**config.mk**
```make
export PLATFORM = sky130hd
export DESIGN_NAME = apo_top
export DESIGN_NICKNAME = d
export VERILOG_FILES = /design/src/apo_pkg.sv /design/src/apo_sync.sv /design/src/apo_top.sv
export SDC_FILE = /design/constraint.sdc
export NUM_CORES = 1
export LEC_CHECK = 0
export ABC_AREA = 1
export BUFFER_PORTS_ARGS = -buffer_cell sky130_fd_sc_hd__buf_2
export CORE_AREA = 2 2 80 140
export DETAILED_ROUTE_END_ITERATION = 6
export DIE_AREA = 0 0 82 142
export PLACE_DENSITY = 0.73
export SLEW_MARGIN = 10
export SYNTH_ARGS = -nofsm -noshare
export SYNTH_HDL_FRONTEND = slang
export SYNTH_SLANG_ARGS = --single-unit
```
**constraint.sdc**
```tcl
create_clock -name CLOCK -period 4.7 [get_ports CLOCK]
set_input_delay 0 -clock CLOCK [delete_from_list [all_inputs] [get_ports CLOCK]]
set_output_delay 0 -clock CLOCK [all_outputs]
set_load 0.05 [all_outputs]
```
**src/apo_pkg.sv**
```systemverilog
////////////////////////////////////////////////////////////////////////////////
// Shared constants and types of the pixel output and interface select block.
package apo_pkg;

	////////////////////////////////////////////////////////////////////////////
	// Register addresses on the plain register port.
	localparam logic [7:0] APO_ADDR_HS_POL = 8'h04; // Sync output polarity.
	localparam logic [7:0] APO_ADDR_HS_WIDTH = 8'h07; // Sync output width in pixel clocks.
	localparam logic [7:0] APO_ADDR_DETECT = 8'h11; // Detect status, read only.
	localparam logic [7:0] APO_ADDR_IF_CTRL = 8'h12; // Interface override, select and power.
	localparam logic [7:0] APO_ADDR_PHASE = 8'h20; // Sampling phase adjustment.
	localparam logic [7:0] APO_ADDR_MODE = 8'h21; // Output channel mode.

	////////////////////////////////////////////////////////////////////////////
	// Field positions inside the registers.
	localparam int APO_BIT_HS_POL = 4; // One drives the sync output active high.
	localparam int APO_BIT_ANA_HI = 7; // Top of the three analog detect bits.
	localparam int APO_ANA_BITS = 3; // Number of analog detect bits.
	localparam int APO_BIT_DIG_CLK = 4; // Digital interface clock detect.
	localparam int APO_BIT_OVERRIDE = 7; // Software chooses the interface.
	localparam int APO_BIT_SELECT = 6; // Zero is analog, one is digital.
	localparam int APO_BIT_POWER = 0; // Zero allows full power down.
	localparam int APO_BIT_DUAL = 0; // One selects dual-channel output.

	////////////////////////////////////////////////////////////////////////////
	// Widths and limits.
	localparam int APO_PHASE_W = 5; // 32 equal steps over one period.
	localparam int APO_RUN_W = 12; // Width of the sync level run counters.
	localparam logic [APO_RUN_W-1:0] APO_RUN_MAX = 12'hFFF; // Run counter saturation.
	localparam logic [7:0] APO_ONE = 8'h01; // First pixel clock of a sync pulse.

	////////////////////////////////////////////////////////////////////////////
	// Software controls, held together.
	typedef struct packed {
		logic hs_pol; // Sync output polarity.
		logic [7:0] hs_width; // Sync output width.
		logic [APO_PHASE_W-1:0] phase; // Sampling phase step.
		logic dual; // Dual-channel mode.
		logic override; // Software selects the interface.
		logic select; // Selected interface when overridden.
		logic power_up; // Zero lets the block power everything down.
	} apo_ctrl_t;

	// Values after reset.
	localparam apo_ctrl_t APO_CTRL_RST = '{
		hs_pol: 1'b1,
		hs_width: 8'h20,
		phase: 5'h00,
		dual: 1'b0,
		override: 1'b0,
		select: 1'b0,
		power_up: 1'b1
	};

	// Outcome of the interface selection.
	typedef struct packed {
		logic analog_act; // Analog interface powered and in use.
		logic digital_act; // Digital interface powered and in use.
		logic sync_det; // Sync detect pin level.
	} apo_ifsel_t;

	// Positions of the inputs inside the synchroniser vector.
	localparam int APO_SYN_HS = 5;
	localparam int APO_SYN_COAST = 4;
	localparam int APO_SYN_DIG = 3;
	localparam int APO_SYN_W = 6;

endpackage : apo_pkg

```
**src/apo_sync.sv**
```systemverilog
`timescale 1ns/1ns
////////////////////////////////////////////////////////////////////////////////
// Two-flop synchroniser for asynchronous pin levels.
module apo_sync #(
	parameter int WIDTH = 1
) (
	input wire logic CLOCK,
	input wire logic SYS_RST,
	input wire logic [WIDTH-1:0] ASYNC_IN,
	output logic [WIDTH-1:0] SYNC_OUT
);
	import apo_pkg::*;

	// Both stages as one state word; only the second stage is read outside.
	typedef struct packed {
		logic [WIDTH-1:0] first;
		logic [WIDTH-1:0] second;
	} apo_sync_t;

	apo_sync_t s; // Registered stages.
	apo_sync_t next_s; // Next value of the stages.

	generate
		if (WIDTH < 1) begin : g_bad_width
			$error("synchroniser width must be at least one");
		end
	endgenerate

	// The first stage feeds the second and nothing else, to let metastability settle.
	always_comb begin
		next_s = s;
		next_s.first = ASYNC_IN;
		next_s.second = s.first;
	end

	// Both stages clear on reset.
	always_ff @(posedge CLOCK) begin
		if (SYS_RST) begin
			s <= '0;
		end else begin
			s <= next_s;
		end
	end

	assign SYNC_OUT = s.second;

endmodule : apo_sync

```
**src/apo_top.sv**
```systemverilog
// Design decisions made here: the strobed register port and the placing of the registers.
`timescale 1ns/1ns
////////////////////////////////////////////////////////////////////////////////
// What this block does
// - Sync leading-edge sample goes to port A
// - Dual mode alternates samples A then B
// - Single mode: port A only, B floats
// - Data clock rises between port A changes
// - Software sets sampling phase, 32 steps
// - Detect sync polarity, output chosen polarity
// - Sync output aligned with clock and data
// - Sync output width set by register
// - Coast blocks sync, holds pixel clock
// - Coast source is the external COAST_IN pin only
// - Digital clock detect status bit provided
// - Override bit lets select bit choose
// - Power-down with nothing detected: all off
// - Override: select zero analog, one digital
module apo_top #(
	parameter int PIXEL_W = 8
) (
	input wire logic CLOCK,
	input wire logic SYS_RST,
	input wire logic [7:0] ADDR,
	input wire logic [7:0] WDATA,
	input wire logic WR,
	input wire logic RD,
	output logic [7:0] RDATA,
	input wire logic [PIXEL_W-1:0] SAMPLE_IN,
	input wire logic SAMPLE_VALID,
	input wire logic HSYNC_IN,
	input wire logic COAST_IN,
	input wire logic [apo_pkg::APO_ANA_BITS-1:0] ANALOG_DETECT,
	input wire logic DIGITAL_CLOCK_DETECT,
	output logic [PIXEL_W-1:0] PORT_A,
	output logic [PIXEL_W-1:0] PORT_B,
	output logic PORT_B_OE_N,
	output logic OUTPUT_DATA_CLOCK,
	output logic HSYNC_OUTPUT,
	output logic PLL_SYNC,
	output logic PLL_HOLD,
	output logic [apo_pkg::APO_PHASE_W-1:0] SAMPLE_PHASE,
	output logic ANALOG_ACTIVE,
	output logic DIGITAL_ACTIVE,
	output logic SYNC_DETECT_PIN
);
	import apo_pkg::*;

	////////////////////////////////////////////////////////////////////////////
	// State of the block, held as one word.
	typedef struct packed {
		apo_ctrl_t ctrl; // Software controls.
		logic [7:0] rdata; // Read data, valid the cycle after a read strobe.
		logic [PIXEL_W-1:0] port_a; // Port A data.
		logic [PIXEL_W-1:0] port_b; // Port B data.
		logic b_oe_n; // High floats port B.
		logic dclk; // Output data clock.
		logic next_is_b; // Next ordinary sample belongs to port B.
		logic ref_pending; // Leading edge seen, reference sample not yet taken.
		logic hs_prev; // Previous synchronised sync level.
		logic pol_high; // Incoming sync is active high.
		logic hs_pulse; // Sync output pulse, active high internally.
		logic hs_out; // Sync output pin at its programmed polarity.
		logic [7:0] hs_cnt; // Pixel clocks of the pulse so far.
		logic [APO_RUN_W-1:0] run_cnt; // Length of the present sync level.
		logic [APO_RUN_W-1:0] high_len; // Length of the last high level.
		logic [APO_RUN_W-1:0] low_len; // Length of the last low level.
		logic pll_sync; // Sync pulse toward the clock generator.
		logic pll_hold; // Hold request toward the clock generator.
		apo_ifsel_t ifsel; // Interface selection outcome.
	} apo_state_t;

	apo_state_t s; // Registered state.
	apo_state_t next_s; // Next state.
	logic [APO_SYN_W-1:0] syn; // Synchronised pin levels.
	logic [APO_ANA_BITS-1:0] ana_det; // Synchronised analog detects.
	logic dig_det; // Synchronised digital clock detect.
	logic coast; // Synchronised coast.
	logic hs_now; // Synchronised sync level.
	logic act_now; // Sync in its active sense, this cycle.
	logic act_prev; // Sync in its active sense, last cycle.
	logic lead; // Leading edge of incoming sync.
	logic take_ref; // The next valid sample is the reference.
	logic ana_any; // Any analog detect.

	generate
		if (PIXEL_W < 1) begin : g_bad_width
			$error("pixel width must be at least one");
		end
	endgenerate

	////////////////////////////////////////////////////////////////////////////
	// The sync, coast and detect pins are asynchronous and pass two flops first.
	apo_sync #(
		.WIDTH(APO_SYN_W)
	) u_sync (
		.CLOCK(CLOCK),
		.SYS_RST(SYS_RST),
		.ASYNC_IN({HSYNC_IN, COAST_IN, DIGITAL_CLOCK_DETECT, ANALOG_DETECT}),
		.SYNC_OUT(syn)
	);

	assign hs_now = syn[APO_SYN_HS];
	assign coast = syn[APO_SYN_COAST];
	assign dig_det = syn[APO_SYN_DIG];
	assign ana_det = syn[APO_ANA_BITS-1:0];
	assign ana_any = |ana_det;
	// The leading edge is the move into the active level, whichever polarity arrives.
	assign act_now = s.pol_high ? hs_now : ~hs_now;
	assign act_prev = s.pol_high ? s.hs_prev : ~s.hs_prev;
	assign lead = act_now & ~act_prev;
	assign take_ref = lead | s.ref_pending;

	////////////////////////////////////////////////////////////////////////////
	// Next-state logic for the registers, the data path, sync and selection.
	always_comb begin
		next_s = s;
		// Register writes come first so the data path and sync output polarity follow them on the same edge.
		if (WR) begin
			case (ADDR)
				APO_ADDR_HS_POL: begin
					next_s.ctrl.hs_pol = WDATA[APO_BIT_HS_POL];
				end
				APO_ADDR_HS_WIDTH: begin
					next_s.ctrl.hs_width = WDATA;
				end
				APO_ADDR_IF_CTRL: begin
					next_s.ctrl.override = WDATA[APO_BIT_OVERRIDE];
					next_s.ctrl.select = WDATA[APO_BIT_SELECT];
					next_s.ctrl.power_up = WDATA[APO_BIT_POWER];
				end
				APO_ADDR_PHASE: begin
					next_s.ctrl.phase = WDATA[APO_PHASE_W-1:0];
				end
				APO_ADDR_MODE: begin
					next_s.ctrl.dual = WDATA[APO_BIT_DUAL];
				end
				default: begin
					// Writes to other addresses are ignored.
				end
			endcase
		end
		// Reads answer in the next cycle; unmapped addresses and reserved bits read zero.
		next_s.rdata = 8'h00;
		if (RD) begin
			case (ADDR)
				APO_ADDR_HS_POL: begin
					next_s.rdata[APO_BIT_HS_POL] = s.ctrl.hs_pol;
				end
				APO_ADDR_HS_WIDTH: begin
					next_s.rdata = s.ctrl.hs_width;
				end
				APO_ADDR_DETECT: begin
					next_s.rdata[APO_BIT_ANA_HI -: APO_ANA_BITS] = ana_det;
					next_s.rdata[APO_BIT_DIG_CLK] = dig_det;
				end
				APO_ADDR_IF_CTRL: begin
					next_s.rdata[APO_BIT_OVERRIDE] = s.ctrl.override;
					next_s.rdata[APO_BIT_SELECT] = s.ctrl.select;
					next_s.rdata[APO_BIT_POWER] = s.ctrl.power_up;
				end
				APO_ADDR_PHASE: begin
					next_s.rdata[APO_PHASE_W-1:0] = s.ctrl.phase;
				end
				APO_ADDR_MODE: begin
					next_s.rdata[APO_BIT_DUAL] = s.ctrl.dual;
				end
				default: begin
					next_s.rdata = 8'h00;
				end
			endcase
		end

		// Polarity: the active level is the shorter of the two, since sync is a narrow pulse.
		next_s.hs_prev = hs_now;
		if (hs_now != s.hs_prev) begin
			if (s.hs_prev) begin
				next_s.high_len = s.run_cnt;
			end else begin
				next_s.low_len = s.run_cnt;
			end
			next_s.run_cnt = {{(APO_RUN_W-1){1'b0}}, 1'b1};
		end else if (s.run_cnt != APO_RUN_MAX) begin
			next_s.run_cnt = s.run_cnt + 1'b1;
		end
		next_s.pol_high = (s.high_len < s.low_len);

		// Coast gates the clock generator's sync and asks it to hold its frequency.
		next_s.pll_sync = lead & ~coast;
		next_s.pll_hold = coast;

		// Data path. A leading edge waits for its sample if none comes in the same cycle.
		if (lead) begin
			next_s.ref_pending = 1'b1;
		end
		if (SAMPLE_VALID) begin
			if (take_ref || !s.next_is_b || !next_s.ctrl.dual) begin
				next_s.port_a = SAMPLE_IN;
				next_s.dclk = 1'b0;
				next_s.next_is_b = next_s.ctrl.dual;
			end else begin
				next_s.port_b = SAMPLE_IN;
				next_s.dclk = 1'b1;
				next_s.next_is_b = 1'b0;
			end
			if (take_ref) begin
				// A new line restarts the alternation and the sync pulse.
				next_s.ref_pending = 1'b0;
				next_s.hs_pulse = 1'b1;
				next_s.hs_cnt = APO_ONE;
			end else if (s.hs_pulse) begin
				if (s.hs_cnt >= s.ctrl.hs_width) begin
					next_s.hs_pulse = 1'b0;
				end else begin
					next_s.hs_cnt = s.hs_cnt + 1'b1;
				end
			end
		end else if (!next_s.ctrl.dual) begin
			// Single mode: the clock rises in the gap after each port A change.
			next_s.dclk = 1'b1;
		end
		// Port B floats and reads zero in single mode.
		if (!next_s.ctrl.dual) begin
			next_s.port_b = '0;
			next_s.next_is_b = 1'b0;
		end
		next_s.b_oe_n = ~next_s.ctrl.dual;
		// The pin leaves from the same edge as the data and the clock.
		next_s.hs_out = next_s.hs_pulse ~^ next_s.ctrl.hs_pol;

		// Interface selection from the present controls and detects.
		next_s.ifsel = '0;
		if (!s.ctrl.power_up && !ana_any && !dig_det) begin
			next_s.ifsel = '0;
		end else if (s.ctrl.override) begin
			next_s.ifsel.analog_act = ~s.ctrl.select;
			next_s.ifsel.digital_act = s.ctrl.select;
		end else if (ana_any) begin
			next_s.ifsel.analog_act = 1'b1;
		end else if (dig_det) begin
			next_s.ifsel.digital_act = 1'b1;
		end
		next_s.ifsel.sync_det = (ana_any | dig_det) & (next_s.ifsel.analog_act | next_s.ifsel.digital_act);
	end

	////////////////////////////////////////////////////////////////////////////
	// State register; reset loads constants only.
	always_ff @(posedge CLOCK) begin
		if (SYS_RST) begin
			s <= '0;
			s.ctrl <= APO_CTRL_RST;
			s.low_len <= APO_RUN_MAX;
			s.pol_high <= 1'b1;
			s.b_oe_n <= 1'b1;
			s.dclk <= 1'b1;
		end else begin
			s <= next_s;
		end
	end

	// Every output is a state flop.
	assign RDATA = s.rdata;
	assign PORT_A = s.port_a;
	assign PORT_B = s.port_b;
	assign PORT_B_OE_N = s.b_oe_n;
	assign OUTPUT_DATA_CLOCK = s.dclk;
	assign HSYNC_OUTPUT = s.hs_out;
	assign PLL_SYNC = s.pll_sync;
	assign PLL_HOLD = s.pll_hold;
	assign SAMPLE_PHASE = s.ctrl.phase;
	assign ANALOG_ACTIVE = s.ifsel.analog_act;
	assign DIGITAL_ACTIVE = s.ifsel.digital_act;
	assign SYNC_DETECT_PIN = s.ifsel.sync_det;
endmodule : apo_top

```
== After elaboration in Yosys (flattened, before gate mapping) ==
Cells that the tools add are included.

* Register bits: 111
* Input port bits: 35
* Output and inout port bits: 37
* Logic and storage cells: 115

* Add/sub/neg operators: 2
* $lt $le $gt $ge: 2
* Equal/unequal tests: 10
* Multiplexer cells: 33
* Bitwise operators: 15
* Reductions and logical operators: 23

{| class="wikitable"
|+ Operators with widths
! operator !! number
|-
| $mux 8 || 4
|-
| $mux 1 || 18
|-
| $mux 18 || 1
|-
| $eq 8x3->1 const B || 2
|-
| $eq 8x5->1 const B || 2
|-
| $eq 8x6->1 const B || 2
|-
| $reduce_and 2->1 || 7
|-
| $add 12x1->12 const B || 1
|-
| $lt 12x12->1 || 1
|-
| $ne 12x12->1 const B || 1
|-
| $add 8x1->8 const B || 1
|-
| $ge 8x8->1 || 1
|-
| $not 1->1 || 8
|-
| $pmux 1 s4 || 2
|-
| $mux 2 || 3
|-
| $pmux 2 s3 || 1
|-
| $pmux 3 s2 || 1
|-
| $reduce_or 2->1 || 3
|-
| $logic_not 1->1 || 5
|-
| $mux 5 || 1
|-
| $ne 2x2->1 const B || 2
|-
| $reduce_bool 2->1 || 2
|-
| $and 1x1->1 || 3
|-
| $mux 3 || 1
|-
| other kinds (8) || 12
|}

== Depth between registers and ports, before layout ==
Gate-level depths: netlist of run 1.

* Word-level depth: 9
* Depth in mapped cells: 15
* Mapped depth without buffers: 15

== Hierarchy ==
Synthesis of run 1 repeated with hierarchy kept, for this count alone.

* Cells, all modules: 689
* Area, all modules: 5,236.3 um^2

{| class="wikitable"
|+ Modules (own cells, without submodules)
! module !! times used !! cells an instance !! area each (um^2) !! seq. area each (um^2)
|-
| apo_top || 1 || 652 || 4,894.7 || 1,981.9
|-
| apo_sync || 1 || 37 || 341.6 || 240.2
|}

== Worst setup path before layout of run 1 ==
No wires, ideal clock.

* Path type: flip-flop to flip-flop
* Start point: register s[41] in the netlist's numbering
* End point: register s (netlist bit HSYNC_OUTPUT)
* Library setup time: 109 ps
* Arrival time: 1,439 ps
* Data required time: 4,591 ps
* Slack: 3,152 ps
* Stages on the path, launching flop included: 15
* Path buffers: 0
* Period minus slack after synthesis: 1,548 ps
* Cell sequence: dfxtp_1 > inv_1 > ha_1 > nand2_1 > nand3_1 > nand2_1 > nand2_1 > nand2_1 > nand2_1 > nand2_2 > nand2_2 > nand2_1 > nand2_1 > nand2_1 > inv_1

* Longest elaborated chain between the ends: 6

{| class="wikitable"
|+ RTL lines
! what !! line !! RTL
|-
| start: declaration || apo_top.sv:73 || <nowiki>apo_state_t s;</nowiki>
|-
| start signal: assignment || apo_top.sv:257 || <nowiki>s <= next_s;</nowiki>
|-
| $ge 8x8->1 || apo_top.sv:212 || <nowiki>if (s.hs_cnt >= s.ctrl.hs_width) begin</nowiki>
|-
| $mux 1 || apo_top.sv:212 ||
|-
| $mux 1 || apo_top.sv:211 || <nowiki>end else if (s.hs_pulse) begin</nowiki>
|-
| $mux 1 || apo_top.sv:206 || <nowiki>if (take_ref) begin</nowiki>
|-
| $mux 1 || apo_top.sv:196 || <nowiki>if (SAMPLE_VALID) begin</nowiki>
|-
| $xnor 1x1->1 || apo_top.sv:229 || <nowiki>next_s.hs_out = next_s.hs_pulse ~^ next_s.ctrl.hs_pol;</nowiki>
|}

No other way between the ends.
A chain may end at the register's enable or synchronous reset.

== Worst setup path after layout of run 1 ==
Same ends and word-level chain as after synthesis.

==> results of run 1 <==
[final cells by class]
cell class,instances,area (sq um)
Clock inverter,6,36.28
Fill cell,978,4669
Multi-Input combinational cell,429,2247
Sequential cell,111,2222
Tap cell,130,162.7
Clock buffer,10,229.0
Timing Repair Buffer,94,583.1
Inverter,96,360.3
[metrics by stage]
stage	hold slack, ns	total power, mW
5_1_grt	0.02192	1.919
3_5_place_dp	0.2159	1.158
4_1_cts	0.0006538	1.859
2_1_floorplan	0.1070	1.115
3_3_place_gp	0.2079	1.153
6_report	0.009831	1.841
[power groups by stage]
stage / clock network [mW] / logic [mW] / registers [mW]
after floorplan: 0 / 0.106 / 1.01
after global placement: 0 / 0.152 / 1.00
after detailed placement: 0 / 0.156 / 1.00
after CTS: 0.708 / 0.171 / 0.980
after global routing: 0.746 / 0.191 / 0.983
final: 0.689 / 0.171 / 0.981
[layer usage]
layer | vias up | global-route usage [%] | wire (um)
li1 | 2264 | - | -
met1 | 2050 | 21.14 | 4545
met2 | 116 | 39.50 | 6253
met3 | 27 | 1.967 | 388
met4 | 0 | 11.84 | 399
met5 | - | 0 | 0
[how the worst max path moves through the flow]
stage	start	slack [ns]	end	depth (start not counted)
after floorplan	s[41]	3.15	HSYNC_OUTPUT	14
after global placement	SYS_RST	2.93	RDATA[7]	5
after detailed placement	SYS_RST	2.88	s[17]	5
after CTS	s[41]	2.90	HSYNC_OUTPUT	14
after global routing	s[41]	2.74	s[41]	13
final	s[41]	2.91	HSYNC_OUTPUT	14
[registers in the layout, indices dropped and copies added (netlist names), 5 cells and up]
signal           count
PORT_B               8
PORT_A               8
u_sync.SYNC_OUT      6
SAMPLE_PHASE         5
u_sync.next_s        6
s                   62
RDATA                8
[logic make-up (layout without fill, tap and decap cells)]
family | Yosys count | count (layout)
adders and majority gates | 23 | 23
buffers and inverters | 143 | 206
xor gates and xnor gates | 6 | 6
DFF | 111 | 111
AOI/OAI and AO/OA | 121 | 121
and+or+nand+nor | 279 | 279
[worst max-delay path, cell delays in order, from the launching register on]
cell	delay, ns
dfxtp_1	0.37
inv_1	0.10
ha_1	0.30
nand2_1	0.06
nand3_1	0.07
nand2_1	0.05
nand2_1	0.04
nand2_1	0.05
nand2_1	0.07
nand2_2	0.16
nand2_2	0.18
nand2_1	0.10
nand2_1	0.05
nand2_1	0.05
inv_1	0.03
[cell usage in the layout, fill, tap and decap left out, types with 2 or more instances in the layout]
| master | Yosys | routed |
|---|---|---|
| dlygate4sd3_1 | 0 | 22 |
| o21a_1 | 2 | 2 |
| dfxtp_1 | 111 | 111 |
| o21ai_1 | 5 | 5 |
| xnor2_1 | 2 | 2 |
| nand2_2 | 10 | 10 |
| nor3_1 | 18 | 18 |
| inv_2 | 4 | 4 |
| inv_1 | 92 | 92 |
| nand2_1 | 109 | 109 |
| a21o_1 | 2 | 2 |
| nor2_1 | 82 | 82 |
| nand4_1 | 2 | 2 |
| clkbuf_16 | 0 | 9 |
| xor2_1 | 4 | 4 |
| clkinv_2 | 0 | 4 |
| a31oi_1 | 2 | 2 |
| buf_2 | 1 | 71 |
| nor2_4 | 5 | 5 |
| a41oi_1 | 2 | 2 |
| nor2_2 | 11 | 11 |
| ha_1 | 23 | 23 |
| nand3_1 | 34 | 34 |
| a21oi_1 | 57 | 57 |
| o21ai_0 | 45 | 45 |
==> results.md, run 1 <==
* Slew Viols, Final at 0
* PortBufs at 71
* Critical path required time at roughly 4.9 ns
* HP Class: in -> reg
* Seq/Total Area, Yosys at between 40% and 50%
* Post-CTS Hold Buffers at 22
* Worst-Margin Slew at 0.7910 ns
* Register share of total power at 53.3%
* Mux cell area share after synthesis at 0%
* R2R Path Start: s[41]
* Initial antenna violation count at 0
* Initial Util at slightly below 50%
* P_int at ~1.4 mW
* Die area at around 12000 sq um
* Hold Crit Depth at 3
* Core area at approximately 11000 sq um
* Setup violations, final at 0
* Worst setup margin at a little under 3 ns
* Adder-cell area share of the yosys netlist at 5.599%
* XOR/XNOR share of the synthesized area at slightly above 1%
* Outcome: finished clean
* Drt drc at 0
* NumNets Final at between 700 and 800
* Die W at about 82 um
* Final Skew at ~0.0081 ns
* Distinct cells, synth at 41
* Max-cap violations at 0
* Final GP Congestion at approximately 0.91
* Avg WL per Cell at between 10 and 15 um
* Switching Share at 24.89%
* Yosys Warn Count at 0
* CTS H-tree lvls at 3
* Async SR Flop Fraction at 0%
* Sink Count at roughly 110
* Synth Area in Compound Gates at 12.51%
* GRT Total Usage at 20.83%
* Commonest cells post-synth: 111 x dfxtp_1, 109 x nand2_1, 92 x inv_1
* Synth top area share at between 40% and 50%
* Critical Path Start Type: register
* Clk network pwr share at a little under two fifths
* Switching pwr at 458.2 uW
* Routed WL at around 12000 um
* Hold Startpoint: WR
* Placed instance area at between 5000 and 6000 sq um
* Syn nets at between 700 and 800
* Rel. slew slack at a little under half
* Post-DP HPWL at ~8600 um
* Largest net degree at the start of global routing at 43
* Syn Area/Cell at between 7 and 8 sq um
* Final min period at between 1.5 and 2 ns
* Synthesized cell area at roughly 5100 sq um
* Vias at between 4000 and 5000
* Pwr/cell area at roughly 320 nW/um^2
* Crit Path Class: reg -> reg
* Num ports at 72
* Static Leak at around 2.8 nW
* Combinational share of power at 9.3%
* Final core utilization at a little under three fifths
* Synthesized instance count at ~680
* First-pass GRT wire length at between 15000 and 20000 um
* Placed Cells at around 840
* CTS max path bufs at 2
* 1st-pass router iterations at 5
* Diodes inserted at 0
* Cts repair resizes at 0
* DP Worst Slack at between 2 and 3 ns
* Clk Tree Root Cell: clkbuf_16
* Top FF cell, synth: dfxtp_1
* Layout cells sized above 1 at 16.35%
* Reg clk slew, reported paths at 0.07 ns
* Post-synth top area cell: dfxtp_1
* Finished Cell Area at 5841 sq um
* Post-DRT Antenna Nets at 0
* Register-to-register setup slack at around 2.9 ns
* Vert. Die Dim at roughly 140 um
* CP Data Arrival Time at ~2 ns
* GRT overflow at 0
* Top cells by area, synth: dfxtp_1 43%, nand2_1 8.0%, inv_1 6.7%
* Final hold vios at 0
* Vias in the first global route at 4355
* Clock tree from TritonCTS: built
* Largest family of logic cells by synthesized area: simple AND/OR/NAND/NOR gates
* Synthesis-to-layout area growth at 13.63%
* VDD IR-drop max at between 0.2 and 0.25 mV
* Reg2reg path depth at 14
* Most frequent cell after synthesis: dfxtp_1
* Initial drt markers at ~300
* Via density at 5.088
* Post-synthesis simple-gate area fraction at 24.59%
* Final Non-Filler Cells at a little under 900
* Seq cells post-synth at 111
* CTS Buf Count at 9
* Worst Hold End: s[95]
* Post-synth EDFFs at 0
* Fmax at approximately 560 MHz
* Clk_lat worst skew at between 0.3 and 0.4 ns
* CP endpoint kind: register
* Setup TNS at 0 ns
* Fin crit share at a little under two fifths
* # rows at 50
* Postcts setup bufs at 0
* FF-to-FF End: HSYNC_OUTPUT
* RSZ-0062 raised after global routing: false
* Critical Path Fanout Max at 10
Note: power is estimated with default switching activity, not from simulation.
==> run 2: changes to the inputs <==
Settings changed: PLACE_DENSITY 0.73 to 0.75.
Clock period 4.7 ns to 1.5 ns, I/O delays scaled along.
==> run 2 against run 1 <==
Compared with the run above: the flow now finishes with violations (setup timing); clock-buffer cell count is 1 lower; utilization is 6.7 points higher; non-clock buffer count is 50 higher; combinational power grew to 3.7 times the previous value; global-route usage is 1.5 points higher; critical path depth is 3 lower; final area is 12% higher; flip-flop and latch count stayed put; register-to-register slack worse by 3.0 ns; wire length is 13% higher; sequential power grew to 3.1 times the previous value; total power grew to 3.4 times the previous value; critical endpoint unchanged.
==> results.md, run 2 (synthesized netlist as in run 1, its figures left out) <==
* Critical path required time at 1.74 ns (-3.20 ns)
* Vias at 4826 (+8.3%)
* GRT overflow at 0 (unchanged)
* Largest net degree at the start of global routing at 42 (-2.3%)
* Fin crit share at 105.3% (+67 points)
* Failing checks: setup timing
* Final GP Congestion at 0.9138 (+0.51%)
* Clock tree from TritonCTS: built
* Clk Tree Root Cell: clkbuf_16
* VDD IR-drop max at 0.7136 mV (+230%)
* Crit-path cells: ha_1, nand2_1, nor2_1, nor2_1, nand2_2, nand2_4, nand2_4, nand2_2, nand2_1, nand2_1, inv_1
* Reg with most FFs: s
* Max FFs per register at 62 (unchanged)
* Fmax at 633.4 MHz (+13%)
* CTS max path bufs at 2 (unchanged)
* CTS Buf Count at 9 (unchanged)
* Rel. slew slack at 73.97% (+27 points)
* Commonest non-fill, non-tap cell in the layout: nand2_1
* Die area at 11640 sq um (unchanged)
* Drt drc at 0 (unchanged)
* Crit Path Class: reg -> reg
* CP endpoint kind: register
* # fillers at 890 (-9.0%)
* Pwr/cell area at 961.4 nW/um^2 (+210%)
* Setup violations, final at 6 (+6)
* Via density at 5.195 (+2.1%)
* # rows at 50 (unchanged)
* Crit-path most repeated cell: nand2_1
* Diodes inserted at 0 (unchanged)
* CTS H-tree lvls at 3 (unchanged)
* Vias in the first global route at 4594 (+5.5%)
* Routed WL at 13040 um (+13%)
* Worst-Margin Slew at 0.3863 ns (-0.4047 ns)
* Vert. Die Dim at 142 um (unchanged)
* Final hold vios at 0 (unchanged)
* Num ports at 72 (unchanged)
* Post-DP HPWL at 9274 um (+7.6%)
* Slew Viols, Final at 0 (unchanged)
* Slowest stage delay, CP at 0.34 ns (-0.03 ns)
* Core area at 10510 sq um (unchanged)
* Placed instance area at 5659 sq um (+5.7%)
* 1st-pass router iterations at 5 (unchanged)
* Initial Util at 48.90% (unchanged)
* Register Area at 2242 sq um (+0.90%)
* CP Data Arrival Time at 1.82 ns (-0.21 ns)
* Slowest CP cell: dfxtp_2
* Clk_lat worst skew at 0.34 ns (about the same)
* Synthesis-to-layout area growth at 27.39%
* Post-DRT Antenna Nets at 0 (unchanged)
* GRT Total Usage at 22.33% (+1.5 points)
* First-pass GRT wire length at 20310 um (+7.7%)
* Final Skew at 0.007151 ns (-0.0009248 ns)
* NumNets Final at 852 (+6.6%)
* PortBufs at 71 (unchanged)
* Initial antenna violation count at 0 (unchanged)
* Worst setup margin at -0.07888 ns (-2.993 ns)
* Die W at 82 um (unchanged)
* Outcome: finished with violations
* Area occupied by multi-input gates at 2475 sq um (+10%)
* Reg clk slew, reported paths at 0.07 ns (about the same)
* Total power at 6.295 mW (+240%)
* Finished Cell Area at 6548 sq um (+12%)
* Final min period at 1.579 ns (-0.2074 ns)
* HP Class: in -> reg
* Initial drt markers at 346 (+16%)
* Max-cap violations at 0 (unchanged)
* Critical Path Fanout Max at 6 (-4)
* RSZ-0062 raised after global routing: true
* Sink Count at 111 (unchanged)
* Avg WL per Cell at 14.04 um (+6.1%)
* Critical Path Start Type: register
* Static Leak at 3.123 nW (+12%)
* Commonest cells after routing, fill and taps aside: 99 x nand2_1, 95 x dfxtp_1, 84 x inv_1
* Layout cells sized above 1 at 29.16% (+13 points)
-- run 2: repair_timing --
item,in CTS,in global routing
hold buffers,22,0
setup endpoints to repair,15,36
gates cloned,3,0
pin swaps,12,33
resized for setup,12,51
buffers inserted,7,5
endpoints found under the hold margin,26,0
-- run 2: worst paths after layout --
check	startpoint	to	slack, ns	depth (start not counted)
max reg2reg	s[47]	HSYNC_OUTPUT	-0.08	11
min reg2reg	u_sync.next_s[1]	u_sync.SYNC_OUT[1]	0.41	2
min	WR	s[95]	0.07	3
max	s[47]	HSYNC_OUTPUT	-0.08	11
-- run 2: layout make-up --
type                       count  share of cell area [%]
timing repair buffer         144                   14.94
tap                          130                   2.484
clock buffer                   9                   3.440
sequential                   111                   34.24
multi-input combinational    432                   37.80
clock inverter                 7                   1.586
inverter                      96                   5.504
-- run 2: where the power goes --
group / total (mW) / switching, mW / leakage (nW) / internal (mW)
Combinational: 0.637 / 0.400 / 2.06 / 0.237
Clock: 2.59 / 1.10 / 0.155 / 1.49
Sequential: 3.07 / 0.0400 / 0.910 / 3.03
-- run 2: through the flow --
| stage | setup TNS, ns | util [%] | std cells | setup slack (ns) | hold slack [ns] |
|---|---|---|---|---|---|
| 2_1_floorplan | 0 | - | 683 | 0.004377 | 0.1070 |
| 3_3_place_gp | -0.4200 | 53.85 | 876 | -0.1036 | 0.2021 |
| 3_5_place_dp | -0.7928 | 53.85 | 876 | -0.1136 | 0.2178 |
| 4_1_cts | 0 | 60.39 | 924 | 0.01066 | 0.007171 |
| 5_1_grt | -1.388 | 62.30 | 929 | -0.1470 | 0.05150 |
| 6_report | -0.2219 | 62.30 | 929 | -0.07888 | 0.07209 |
-- run 2: metal layers --
layer  wire, um  track usage (%)  up-vias  part of all wire (%)
li1           -                -     2373                     -
met1       4659            22.74     2263                    36
met2       7282            42.32      155                    56
met3        550            3.109       35                   4.2
met4        546            11.14        0                   4.2
met5          0                0        -                     0
-- run 2: critical path, delay by kind of cell, from the launching register on --
family | cells | cell delay (ns)
fa+ha+maj | 1 | 0.29
buf+inv | 1 | 0.04
flops | 1 | 0.34
simple gates | 9 | 0.82
==> run 3: changes to the inputs <==
Settings changed: ABC_AREA 1 to unset, CORE_AREA 2 2 80 140 to 2 2 78 136, DIE_AREA 0 0 82 142 to 0 0 80 138, PLACE_DENSITY 0.75 to 0.76.
==> run 3 against run 2 <==
Compared with the run above: the flow still finishes with violations (setup timing); die area decreased by 5.2%; first-iteration DRC count increased by 3.2%; clock-buffer cell count increased by 5; sequential power about the same; largest cell class unchanged; wire length increased by 4.1%.
==> results.md, run 3 <==
* Largest net degree at the start of global routing at 46 (+9.5%)
* Post-DP HPWL at 8905 um (-4.0%)
* Seq cells post-synth at 111 (unchanged)
* Crit path from: s[41]
* Die area at 11040 sq um (-5.2%)
* Clk Tree Root Cell: clkbuf_16
* Reg clk slew, reported paths at 0.07 ns (about the same)
* First-pass GRT wire length at 21110 um (+4.0%)
* NumNets Final at 734 (-14%)
* Die W at 80 um (-2.4%)
* Synthesized cell area at 4881 sq um (-5.0%)
* Rel. slew slack at 69.55% (-4.4 points)
* Diodes inserted at 0 (unchanged)
* Final hold vios at 0 (unchanged)
* Commonest non-fill, non-tap cell in the layout: dfxtp_1
* Vert. Die Dim at 138 um (-2.8%)
* Slew Viols, Final at 0 (unchanged)
* Failing checks: setup timing
* R2R Path Start: s[41]
* Most frequent cell after synthesis: dfxtp_1
* CP Data Arrival Time at 2.35 ns (+0.53 ns)
* Critical Path Fanout Max at 9 (+3)
* Final GP Congestion at 0.9600 (+5.1%)
* Critical Path Start Type: register
* VDD IR-drop max at 0.6481 mV (-9.2%)
* Fin crit share at 138.1% (+33 points)
* Initial drt markers at 357 (+3.2%)
* Post-synth top area cell: dfxtp_1
* Final min period at 2.072 ns (+0.4928 ns)
* # rows at 49 (-2.0%)
* Sink Count at 111 (unchanged)
* GRT Total Usage at 24.12% (+1.8 points)
* Seq/Total Area, Yosys at 45.53% (+2.3 points)
* CTS max path bufs at 2 (unchanged)
* Async SR Flop Fraction at 0% (unchanged)
* Via density at 5.574 (+7.3%)
* Hold Crit Depth at 3 (unchanged)
* CP endpoint kind: register
* Post-DRT Antenna Nets at 0 (unchanged)
* HP Class: in -> reg
* Top FF cell, synth: dfxtp_1
* Num ports at 72 (unchanged)
* Worst setup margin at -0.5717 ns (-0.4928 ns)
* Max FFs per register at 62 (unchanged)
* Post-synth EDFFs at 0 (unchanged)
* # fillers at 719 (-19%)
* Final core utilization at 66.66% (+4.4 points)
* CTS H-tree lvls at 3 (unchanged)
* Critical path required time at 1.78 ns (+0.04 ns)
* Yosys Warn Count at 0 (unchanged)
* Initial Util at 48.54% (-0.36 points)
* Syn nets at 599 (-19%)
* Worst-Margin Slew at 0.4568 ns (+0.07042 ns)
* Drt drc at 0 (unchanged)
* Total power at 6.196 mW (-1.6%)
* Hold Startpoint: RD
* Clock tree from TritonCTS: built
* Top cells by area, synth: dfxtp_1 46%, ha_1 5.9%, mux2i_1 5.7%
* PortBufs at 71 (unchanged)
* Vias in the first global route at 4579 (-0.33%)
* Placed instance area at 5749 sq um (+1.6%)
* Clk_lat worst skew at 0.34 ns (about the same)
* Pwr/cell area at 924.3 nW/um^2 (-3.9%)
* Routed WL at 13580 um (+4.1%)
* CTS Buf Count at 9 (unchanged)
* RSZ-0062 raised after global routing: true
* Syn Area/Cell at 9.022 sq um (+20%)
* Fmax at 482.7 MHz (-24%)
* Initial antenna violation count at 0 (unchanged)
* Commonest cells post-synth: 111 x dfxtp_1, 52 x nand2_1, 50 x nor2_1
* Max-cap violations at 0 (unchanged)
* Synth top area share at 45.53% (+2.3 points)
* Outcome: finished with violations
* Worst hold margin at 0.05336 ns (-0.01873 ns)
* Crit Path Class: reg -> reg
* Commonest cells after routing, fill and taps aside: 96 x dfxtp_1, 72 x buf_4, 71 x buf_2
* Synthesized instance count at 541 (-21%)
* Layout cells sized above 1 at 37.00% (+7.8 points)
* GRT overflow at 0 (unchanged)
* Setup violations, final at 31 (+25)
* Finished Cell Area at 6703 sq um (+2.4%)
* Vias at 4504 (-6.7%)
* Distinct cells, synth at 58 (+41%)
* Avg WL per Cell at 16.80 um (+20%)
* 1st-pass router iterations at 5 (unchanged)
* Setup TNS at -8.823 ns (-8.601 ns)
* Synthesis-to-layout area growth at 37.32%
* Core area at 10050 sq um (-4.3%)
* Static Leak at 2.892 nW (-7.4%)
* Reg2reg path depth at 9 (-2)
* Final Skew at 0.008055 ns (+0.0009042 ns)
* Reg with most FFs: s
-- run 3: cell types whose count changed in the layout (fill, tap and decap cells not counted), moves of 9 or more --
cell	previous run	this run
a21oi_1	52	24
buf_4	48	72
inv_1	84	22
mux2i_1	0	27
nand2_1	99	39
nand2_2	18	7
nor2_1	79	48
nor2_2	13	1
nor2b_1	0	13
nor3_1	17	8
o211ai_1	1	12
o21ai_0	45	5
-- run 3: power by group --
part / switching (mW) / total, mW / internal (mW)
combinational: 0.378 / 0.687 / 0.309
sequential: 0.0308 / 3.05 / 3.02
clock: 1.03 / 2.46 / 1.43
-- run 3: timing repair --
item / in CTS / in global routing
buffers inserted: 5 / 4
hold buffers: 22 / 0
endpoints found under the setup margin: 39 / 38
pin swaps: 18 / 29
gates resized for setup: 25 / 49
hold endpoints to repair: 38 / 0
cloned: 3 / 1
-- run 3: cell type report --
type / instances / area (sq um) / area share [%]
repair buffers: 174 / 1289 / 19.23
clock buffers: 14 / 274.0 / 4.088
well taps: 127 / 158.9 / 2.371
clock inverters: 2 / 37.54 / 0.5600
inverters: 27 / 101.3 / 1.512
multi-input cells: 353 / 2599 / 38.77
flip-flops and latches: 111 / 2243 / 33.47
-- run 3: final timing paths --
check                           slack (ns)                  to
worst min-delay path                  0.05            RDATA[5]
worst max register to register       -0.57               s[44]
worst min register to register        0.43  u_sync.SYNC_OUT[1]
worst max-delay path                 -0.57               s[44]
-- run 3: worst max-delay path, cell delays in order (launching register included) --
cell	delay, ns
dfxtp_2	0.35
inv_2	0.05
ha_4	0.21
nand2b_4	0.14
a2111oi_4	0.34
or4_4	0.21
nand2_4	0.06
buf_12	0.13
or4_1	0.42
nand2_1	0.10
-- run 3: cell families (layout without fill, tap and decap cells) --
| kind of cell | count (synthesis) | after routing | synth area share (%) |
|---|---|---|---|
| simple gates | 203 | 205 | 20.99 |
| flops | 111 | 111 | 45.53 |
| compound gates | 89 | 89 | 11.87 |
| buf+inv | 79 | 217 | 8.536 |
| mux | 28 | 28 | 5.742 |
| fa+ha+maj | 23 | 23 | 5.896 |
| xor+xnor | 8 | 8 | 1.436 |
-- run 3: routing by layer --
layer | part of all wire, % | global-route usage, %
met5 | 0 | 0
met4 | 5.7 | 13.29
met3 | 4.3 | 3.655
met2 | 56 | 45.92
met1 | 34 | 23.64
-- run 3: metrics by stage --
step / worst slack, ns / cells
2_1_floorplan: -0.3928 / 541
3_3_place_gp: -0.4206 / 757
3_5_place_dp: -0.5249 / 757
4_1_cts: -0.5329 / 803
5_1_grt: -0.6058 / 808
6_report: -0.5717 / 808
